[src/rmes_pkg.sv]
// Package of constants and types for the reset and mode entry sequencer.
// Assumes a single system clock that stands for the oscillator clock.
package rmes_pkg;
   // ==========================================================================
   // Machine cycle timing
   // ==========================================================================
   localparam int unsigned STATES_PER_CYCLE = 6;
   localparam int unsigned PHASES_PER_STATE = 2;
   localparam int unsigned CLKS_PER_CYCLE   = STATES_PER_CYCLE * PHASES_PER_STATE;
   localparam int unsigned RESET_MIN_CYCLES = 2;
   localparam int unsigned RESET_MIN_CLKS   = RESET_MIN_CYCLES * CLKS_PER_CYCLE;

   // ==========================================================================
   // Reset values
   // ==========================================================================
   localparam logic [15:0] RESET_PC       = 16'h0000;
   localparam logic [7:0]  PORT_RESET     = 8'hFF;
   localparam int unsigned NUM_PORTS      = 4;
   localparam int unsigned SFR_COUNT      = 8;
   localparam logic [7:0]  SFR_RESET_VAL  = 8'h00;
   localparam int unsigned RAM_DEPTH      = 256;

   // ==========================================================================
   // Sequencer states
   // ==========================================================================
   typedef enum logic [4:0] {
      RMES_ST_POWERUP = 5'h01,
      RMES_ST_RESET   = 5'h02,
      RMES_ST_WAIT    = 5'h04,
      RMES_ST_HOST    = 5'h08,
      RMES_ST_IAP     = 5'h10
   } rmes_state_type;
endpackage : rmes_pkg

[src/rmes_sequencer.sv]
// Reset and mode entry sequencer: machine-cycle timing, reset qualification,
// strobe forcing, default loading and programming mode selection.
// Assumes the reset pin and the program-store strobe pin arrive asynchronously.
`timescale 1ns/1ps

// Operation
// - Each machine cycle is six states of two one-clock phases, twelve clocks in all.
// - After a reset that does not enter host programming the processor starts fetching at address zero.
// - While reset is active the program-store strobe is pulled high.
// - A running reset leaves the 256-byte data RAM unchanged.
// - Reset loads every special function register with its default.
// - A falling strobe while reset is still held after completion selects host programming.
// - Without that strobe edge the device enters in-application programming mode.
// - Reset writes ones to all port latches.
module rmes_sequencer #(
   parameter int unsigned RESET_CLKS = rmes_pkg::RESET_MIN_CLKS
) (
   input  wire logic                               i_clk_sys,
   input  wire logic                               i_reset,
   input  wire logic                               i_rst_pin,
   input  wire logic                               i_program_store_strobe_n,
   input  wire logic                               i_ram_we,
   input  wire logic [7:0]                         i_ram_addr,
   input  wire logic [7:0]                         i_ram_wdata,
   output logic      [7:0]                         o_ram_rdata,
   output logic                                    o_strobe_pullup,
   output logic                                    o_core_reset,
   output logic      [15:0]                        o_fetch_addr,
   output logic                                    o_fetch_start,
   output logic      [3:0]                         o_machine_state,
   output logic                                    o_phase,
   output logic                                    o_cycle_tick,
   output logic      [rmes_pkg::NUM_PORTS*8-1:0]   o_port_latch,
   output logic      [rmes_pkg::SFR_COUNT*8-1:0]   o_sfr,
   output logic                                    o_host_mode,
   output logic                                    o_in_application_programming_mode
);
   import rmes_pkg::*;

   // The qualification counter is eight bits wide and saturates at the limit.
   if (RESET_CLKS < 2 || RESET_CLKS > 255) begin : g_bad_reset_clks
      $error("RESET_CLKS out of range");
   end

   // ==========================================================================
   // Input synchronisers
   // ==========================================================================
   logic [2:0] rst_sync;
   logic [2:0] strb_sync;
   logic       rst_level;
   logic       strb_level;
   logic       strb_fall;

   always_ff @(posedge i_clk_sys) begin
      if (i_reset) begin
         rst_sync  <= 3'h0;
         strb_sync <= 3'h7;
      end else begin
         rst_sync  <= {rst_sync[1:0], i_rst_pin};
         strb_sync <= {strb_sync[1:0], i_program_store_strobe_n};
      end
   end

   // A change counts once the second and third stages agree.
   always_ff @(posedge i_clk_sys) begin
      if (i_reset) begin
         rst_level  <= 1'b0;
         strb_level <= 1'b1;
      end else begin
         if (rst_sync[1] == rst_sync[2]) begin
            rst_level <= rst_sync[2];
         end
         if (strb_sync[1] == strb_sync[2]) begin
            strb_level <= strb_sync[2];
         end
      end
   end

   logic strb_level_d;
   always_ff @(posedge i_clk_sys) begin
      if (i_reset) begin
         strb_level_d <= 1'b1;
      end else begin
         strb_level_d <= strb_level;
      end
   end
   assign strb_fall = strb_level_d & ~strb_level;

   // ==========================================================================
   // Machine cycle timing
   // ==========================================================================
   logic [3:0] clk_in_cycle;
   always_ff @(posedge i_clk_sys) begin
      if (i_reset || o_core_reset) begin
         clk_in_cycle <= 4'h0;
      end else if (clk_in_cycle == 4'(CLKS_PER_CYCLE - 1)) begin
         clk_in_cycle <= 4'h0;
      end else begin
         clk_in_cycle <= clk_in_cycle + 4'h1;
      end
   end
   assign o_machine_state = 4'(clk_in_cycle >> 1) + 4'h1;
   assign o_phase         = clk_in_cycle[0];
   assign o_cycle_tick    = (clk_in_cycle == 4'(CLKS_PER_CYCLE - 1));

   // ==========================================================================
   // Reset qualification
   // ==========================================================================
   logic [7:0] high_count;
   logic       qualified;
   always_ff @(posedge i_clk_sys) begin
      if (i_reset || !rst_level) begin
         high_count <= 8'h00;
      end else if (high_count != 8'(RESET_CLKS)) begin
         high_count <= high_count + 8'h01;
      end
   end
   assign qualified = (high_count == 8'(RESET_CLKS));

   // ==========================================================================
   // Sequencer
   // ==========================================================================
   rmes_state_type state;
   always_ff @(posedge i_clk_sys) begin
      if (i_reset) begin
         state <= RMES_ST_POWERUP;
      end else begin
         unique case (state)
            RMES_ST_POWERUP, RMES_ST_HOST, RMES_ST_IAP: begin
               if (qualified && state != RMES_ST_HOST) begin
                  state <= RMES_ST_RESET;
               end
               if (state == RMES_ST_HOST && !rst_level) begin
                  state <= RMES_ST_IAP;
               end
            end
            RMES_ST_RESET: begin
               state <= RMES_ST_WAIT;
            end
            RMES_ST_WAIT: begin
               if (rst_level && strb_fall) begin
                  state <= RMES_ST_HOST;
               end else if (!rst_level) begin
                  state <= RMES_ST_IAP;
               end
            end
            default: begin
               state <= RMES_ST_POWERUP;
            end
         endcase
      end
   end

   logic in_reset;
   assign in_reset = (state == RMES_ST_POWERUP) || (state == RMES_ST_RESET) || (state == RMES_ST_WAIT);
   assign o_strobe_pullup = in_reset;
   assign o_core_reset    = in_reset;
   assign o_host_mode     = (state == RMES_ST_HOST);
   assign o_in_application_programming_mode = (state == RMES_ST_IAP);

   // ==========================================================================
   // Reset defaults
   // ==========================================================================
   // fetch from zero
   always_ff @(posedge i_clk_sys) begin
      if (i_reset) begin
         o_fetch_addr  <= RESET_PC;
         o_fetch_start <= 1'b0;
      end else begin
         o_fetch_addr  <= RESET_PC;
         o_fetch_start <= (state == RMES_ST_WAIT) && !rst_level;
      end
   end

   always_ff @(posedge i_clk_sys) begin
      if (i_reset || state == RMES_ST_RESET) begin
         o_port_latch <= {NUM_PORTS{PORT_RESET}};
      end
   end

   always_ff @(posedge i_clk_sys) begin
      if (i_reset || state == RMES_ST_RESET) begin
         o_sfr <= {SFR_COUNT{SFR_RESET_VAL}};
      end
   end

   // ==========================================================================
   // On-chip data RAM
   // ==========================================================================
   logic [7:0] ram [RAM_DEPTH];
   logic       ram_write;
   logic       last_wr_valid;
   logic [7:0] last_wr_addr;
   logic [7:0] last_wr_data;
   assign ram_write = i_ram_we && !in_reset;
   always_ff @(posedge i_clk_sys) begin
      if (ram_write) begin
         ram[i_ram_addr] <= i_ram_wdata;
      end
   end
   // The last accepted write gives the retention check a known value to expect.
   always_ff @(posedge i_clk_sys) begin
      if (i_reset) begin
         last_wr_valid <= 1'b0;
         last_wr_addr  <= 8'h00;
         last_wr_data  <= 8'h00;
      end else if (ram_write) begin
         last_wr_valid <= 1'b1;
         last_wr_addr  <= i_ram_addr;
         last_wr_data  <= i_ram_wdata;
      end
   end
   always_ff @(posedge i_clk_sys) begin
      o_ram_rdata <= ram[i_ram_addr];
   end

   // ==========================================================================
   // Assertions
   // ==========================================================================
   property p_cycle_len;
      @(posedge i_clk_sys) disable iff (i_reset || o_core_reset)
      o_cycle_tick |=> !o_cycle_tick [*8] ##1 !o_cycle_tick [*3] ##1 o_cycle_tick;
   endproperty
   a_cycle_len: assert property (p_cycle_len) else $error("machine cycle not twelve clocks");

   property p_qualify;
      @(posedge i_clk_sys) disable iff (i_reset)
      $rose(qualified) |-> $past(rst_level, 1) && $past(high_count, 1) == 8'(RESET_CLKS - 1);
   endproperty
   a_qualify: assert property (p_qualify) else $error("reset qualified without high run");

   property p_strobe;
      @(posedge i_clk_sys) disable iff (i_reset)
      $rose(qualified) |=> o_strobe_pullup [*2];
   endproperty
   a_strobe: assert property (p_strobe) else $error("strobes not high in reset");

   property p_ports;
      @(posedge i_clk_sys) disable iff (i_reset)
      (state == RMES_ST_RESET) |=> o_port_latch == {NUM_PORTS{PORT_RESET}} && o_sfr == {SFR_COUNT{SFR_RESET_VAL}};
   endproperty
   a_ports: assert property (p_ports) else $error("defaults not loaded");

   property p_host;
      @(posedge i_clk_sys) disable iff (i_reset)
      (state == RMES_ST_WAIT && rst_level && strb_fall) |=> o_host_mode;
   endproperty
   a_host: assert property (p_host) else $error("host mode missed");

   property p_iap;
      @(posedge i_clk_sys) disable iff (i_reset)
      (state == RMES_ST_WAIT && !rst_level) |=> o_in_application_programming_mode && o_fetch_start ##1 !o_fetch_start;
   endproperty
   a_iap: assert property (p_iap) else $error("application mode missed");

   property p_fetch;
      @(posedge i_clk_sys) disable iff (i_reset)
      o_fetch_start |-> o_fetch_addr == RESET_PC && o_in_application_programming_mode;
   endproperty
   a_fetch: assert property (p_fetch) else $error("fetch not from zero");

   property p_ram;
      @(posedge i_clk_sys) disable iff (i_reset)
      in_reset && last_wr_valid && i_ram_addr == last_wr_addr |=> o_ram_rdata == last_wr_data;
   endproperty
   a_ram: assert property (p_ram) else $error("RAM changed in reset");

   c_host: cover property (@(posedge i_clk_sys) disable iff (i_reset) $rose(o_host_mode));
   c_iap: cover property (@(posedge i_clk_sys) disable iff (i_reset) $rose(o_in_application_programming_mode));
   c_abort: cover property (@(posedge i_clk_sys) disable iff (i_reset) rst_level ##1 !rst_level && !qualified);
endmodule // rmes_sequencer

[config.mk]
export PLATFORM = sky130hd
export DESIGN_NAME = rmes_sequencer
export DESIGN_NICKNAME = d
export VERILOG_FILES = /design/src/rmes_pkg.sv /design/src/rmes_sequencer.sv
export SDC_FILE = /design/constraint.sdc
export NUM_CORES = 2
export LEC_CHECK = 0
export BUFFER_PORTS_ARGS = -buffer_cell sky130_fd_sc_hd__buf_2
export CAP_MARGIN = 10
export CORE_MARGIN = 2
export CORE_UTILIZATION = 50
export CTS_BUF_LIST = sky130_fd_sc_hd__clkbuf_2 sky130_fd_sc_hd__clkbuf_4 sky130_fd_sc_hd__clkbuf_8
export DETAILED_ROUTE_END_ITERATION = 8
export GPL_TIMING_DRIVEN = 0
export PLACE_DENSITY = 0.77
export SLEW_MARGIN = 20
export SYNTH_ARGS = -nofsm -noshare
export SYNTH_HDL_FRONTEND = slang
export SYNTH_SLANG_ARGS = --single-unit
[constraint.sdc]
create_clock -name i_clk_sys -period 4.2 [get_ports i_clk_sys]
set_clock_uncertainty 0.15 [all_clocks]
set_input_delay 0.84 -clock i_clk_sys [delete_from_list [all_inputs] [get_ports i_clk_sys]]
set_output_delay 0.84 -clock i_clk_sys [all_outputs]
set_load 0.005 [all_outputs]
Word-level counts from Yosys, hierarchy flattened
Memories as Yosys holds them, arrays and structs flattened. A register that Yosys moved wholly into a read port is not among the register bits.
Index checks and enable logic that the tools add are counted.
{"block": "totals", "ff_bits": 27, "latch_bits": 0, "ramBits": 2048, "mem_bits_ro": 0, "inputBits": 21, "out_inout_bits": 131, "elab_cells": 49, "mem_count": 1}
{"memory": "ram", "words": 256, "word_bits": 8, "read_ports": 1, "rd_ports_with_merged_regs": 1, "wr": 1, "line": "rmes_sequencer.sv:190", "text": "logic [7:0] ram [RAM_DEPTH];"}
{"block": "op_classes", "addsub": 3, "n_mul": 0, "div_mod_pow": 0, "magnitude_cmp": 0, "n_eq_ne": 13, "shifts": 0, "muxes": 7, "bitwise_logic": 2, "reduce_logical": 14}
{"cell": "$mux 5", "n": 4}
{"cell": "$pmux 5 s3", "n": 1}
{"cell": "$add 8x1->8 const B", "n": 1}
{"cell": "$eq 8x5->1 const B", "n": 1}
{"cell": "$ne 8x5->1 const B", "n": 1}
{"cell": "$ne 3x3->1 const B", "n": 2}
{"cell": "$eq 5x1->1 const B", "n": 1}
{"cell": "$eq 5x2->1 const B", "n": 1}
{"cell": "$eq 5x3->1 const B", "n": 1}
{"cell": "$eq 5x4->1 const B", "n": 1}
{"cell": "$eq 5x5->1 const B", "n": 1}
{"cell": "$logic_and 1x1->1", "n": 5}
{"cell": "$ne 5x4->1 const B", "n": 1}
{"cell": "$add 3x1->4 const B", "n": 1}
{"cell": "$add 4x1->4 const B", "n": 1}
{"cell": "$eq 4x4->1 const B", "n": 1}
{"cell": "$logic_or 1x1->1", "n": 4}
{"cell": "$reduce_or 3->1", "n": 1}
{"cell": "$eq 1x1->1", "n": 2}
{"cell": "$logic_not 1->1", "n": 2}
{"cell": "$mux 1", "n": 2}
{"cell": "$reduce_and 2->1", "n": 1}
{"cell": "$reduce_or 2->1", "n": 1}
{"cell": "$and 1x1->1", "n": 1}
{"cell": "$not 1->1", "n": 1}

Depth between registers and ports, before layout
{"block": "logic_depth", "word_depth": 7, "depth_mapped": 9, "depth_no_buf": 6}

Worst setup path after synthesis
Ideal clock, no wire load.
{"block": "synth_path", "path_type": "input to register", "start": "in i_ram_addr[0]", "end": "mem ram[104][0] (enable)", "setup_time_ns": 0.370, "arrival_time_ns": 2.734, "required_ns": 3.680, "setup_slack_ns": 0.946, "path_stages": 8, "n_path_buf": 5, "path_cell_list": "clkbuf_1 > buf_6 > buf_6 > buf_2 > nor4b_1 > nand2_1 > buf_2 > nor2_1"}
{"item": "start, declared", "line": "rmes_sequencer.sv:23", "text": "input wire logic [7:0] i_ram_addr,"}
{"item": "end, declared", "line": "rmes_sequencer.sv:190"}
Straight into the memory's write port.

==> results.md <==
* Sequential share of the synthesized area at between 70% and 80%
* Largest net degree at the start of global routing at 133
* Relative slew slack at 26.4%
* FMAX at 228 MHz
* Synthesized instance count at 3776
* Failing checks: setup timing
* ANT nets after route at 0
* I/O pin cnt at 152
* Status: finished with violations
* CTS tree: yes
* Adder-cell share of the synthesized area at 0.0622%
* RSZ-0062 raised after global routing: yes
* RD Place Congestion at between 1 and 1.5
* Vias per Instance at around 6.3
* Post-Syn Area at 0.0804 mm2
* Vias at 41900
* Root buf cell: clkbuf_8
* Maxcap violations at 0
* Final worst path period need at 4.39 ns
* Clock-pin transition on the worst setup and hold timing paths at 0.06 ns
* Worst Max-Slew Pin Slew at 1.10 ns
* Util after Layout at between 50 and 60%
* Synth warnings at 0
* Post-CTS Setup Repair Bufs at 0
* Wirelength, routed at 208 mm
* Grt ovf at 0
* Synth Area in Compound Gates at 3.71%
* Xor and xnor area share after synthesis at 0.120%
* Post-Syn Area per Cell at roughly 21 um2
* I/O Buffers at 38
* Critical path peak fanout at 10
* Cell leakage power at around 0.028 uW
* Most common cell on crit path: buf_2
* Final HPWL DP at 133 mm
* Worst Path Required at between 4 and 5 ns
* CORE AREA at around 0.16 mm2
* Chip height at 405 um
* Final net count at 4317
* Endpoint type of the worst setup path: register
* Initial Util at 50.2%
* Final worst path period share at 104%
* Post-synthesis cell type count at 44
* Vias in the first global route at between 40000 and 50000
* H-tree depth at 5
* Clock sink count at around 2100
* Area grow syn2layout at 13.4%
* DR iter-0 viols at 7206
* Post-Synth Simple-Gate Area at 1.95%
* Setup slack after layout at -0.187 ns
* Number of CTS-inserted buffers at 337
* Slowest stage delay, CP at 0.80 ns
* Worst path slowest cell: o41ai_1
* Final setup TNS at -0.622 ns
* Die Width at 405 um
* Largest family of logic cells by synthesized area: multiplexers
* Placed cell areas at approximately 0.084 mm2
* Final setup violation count at 12
* Layout cells sized above 1 at 30.2%
* First-pass GRT wire length at between 200 and 300 mm
* Design area at 0.0912 mm2
* Data arrival, critical path at 4.90 ns
* Die area at around 0.16 mm2
* Number of max-slew violations in the final report at 0
* Gr usage total at between 20% and 30%
* Post-detailed-route wirelength per cell at 31.1 um
* # rows at approximately 150
* Initial antenna violation count at 16
* Multiplexer area fraction after synthesis at approximately 14%
* CTS max path bufs at 4
* Startpoint Class: input pin
* CP Class: in -> reg
* Peak VDD IR at 0.000331 V
* DRC viols at 0
* CP Cell Sequence: buf_2 -> buf_2 -> buf_2 -> buf_1 -> mux4_2 -> a22oi_1 -> a21oi_1 -> o41ai_1 -> nand4_1
* Power per Cell Area at 458 mW/mm2
* Hold Path Class: in -> reg
* First-pass DRT Iterations at 8
* Flops & latches, synth at 2083
* Worst skew pair latency at roughly 1.1 ns
* Final hold vios at 0
## cell usage after synthesis
cell type  count  area, um2
edfxtp_1    2048      61500
mux4_2       512      11500
nor2_1       277       1040
a22oi_1      256       1920
clkbuf_1     150        563
a21oi_1      134        671
buf_4        123        923
buf_2         45        225
dfxtp_1       35        701
o41ai_1       31        272
nand2_1       29        109
buf_1         16       60.1
buf_6         14        158
nor2b_1       11       68.8
nand3_1       10       50.1
nand4_1       10       62.6
inv_1          7       26.3
o21ai_0        7       35.0
or2_2          7       43.8
xor2_1         7       61.3
ha_1           4       50.1
nand2b_1       4       25.0
xnor2_1        4       35.0
and2_1         3       18.8
nor3b_1        3       22.5
or3_1          3       18.8
and3_1         2       12.5
and3b_1        2       17.5
and4bb_2       2       25.0
conb_1         2       7.51
nor3_1         2       10.0
nor4_1         2       12.5
o21bai_1       2       15.0
or3b_2         2       17.5
a21o_1         1       7.51
a31oi_1        1       6.26
mux2i_1        1       10.0
nand4b_1       1       8.76
nor4b_1        1       8.76
o211a_1        1       10.0
o311a_1        1       10.0
o311ai_0       1       8.76
o31ai_1        1       7.51
o41ai_2        1       16.3
## critical path: cells and delay by family
kind / cells / cell delay [ns]
AO/OA/AOI/OAI: 3 / 1.48
AND/OR/NAND/NOR: 1 / 0.61
buffers and inverters: 4 / 1.55
multiplexers: 1 / 0.39
## metrics by stage
step	worst slack (ns)	power [uW]	instances	hold WS [ns]
2_1_floorplan	0.946	24300	3886	0.239
3_3_place_gp	-2.05	25300	6084	0.242
3_5_place_dp	-1.31	25300	6110	0.247
4_1_cts	-0.0673	41800	6683	0.00411
5_1_grt	-0.115	42700	6683	0.0541
6_report	-0.187	41700	6693	0.0831
## repair_timing
item,CTS,global route
hold endpoints to repair,4,0
gates resized for setup,31,77
hold buffers,4,0
endpoints found under the setup margin,539,547
## final cells by class
class | instances | area, um2
Fill cell | 11200 | 69000
Clock buffer | 435 | 5450
Tap cell | 2160 | 2700
Multi-Input combinational cell | 1448 | 16900
Antenna cell | 11 | 27.5
Timing Repair Buffer | 68 | 998
Inverter | 7 | 26.3
Clock inverter | 134 | 855
Sequential cell | 2083 | 62200
Buffer | 347 | 1960
## sequential cells by signal (all words and copies together), names as in the netlist, 3 cells and up
name	cells
o_ram_rdata	8
rst_sync	3
high_count	8
ram	2048
state	5
clk_in_cycle	4
strb_sync	3
## cell usage in the layout, fill, tap and decap left out, drive strengths merged, types with 29 or more instances in the layout
master | netlist | final
mux4 | 512 | 512
a22oi | 256 | 256
clkbuf | 150 | 585
o41ai | 32 | 32
a21oi | 134 | 134
buf | 198 | 261
nor2 | 277 | 277
clkinv | 0 | 118
conb | 2 | 112
nand2 | 29 | 29
edfxtp | 2048 | 2048
dfxtp | 35 | 35
## kinds of logic after synthesis
group,count (synthesis)
compound gates,437
xor+xnor,11
fa+ha+maj,4
buf+inv,355
flops,2083
mux,513
other cells,2
simple gates,371
## layer usage
layer,vias up,wire [um],global-route usage (%)
met5,-,192,0
met2,3351,96200,38.3
met4,18,12200,13.8
li1,16600,-,-
met1,21200,70600,32.1
met3,679,29200,9.33
## final timing paths
path	cells past startpoint	start	endpoint	slack, ns
setup / recovery	9	i_ram_addr[1]	o_ram_rdata[3]	-0.19
hold / removal	1	i_ram_wdata[5]	ram[76][5]	0.08
setup reg to reg	9	state[3]	ram[87][1]	0.08
hold reg to reg	1	strb_sync[0]	strb_sync[1]	0.26
## power breakdown
group	internal, uW	switching [uW]
logic	729	1370
clock network	9080	7710
registers	22800	4.92
total	32600	9090
Power figures use the tool's default switching activity.
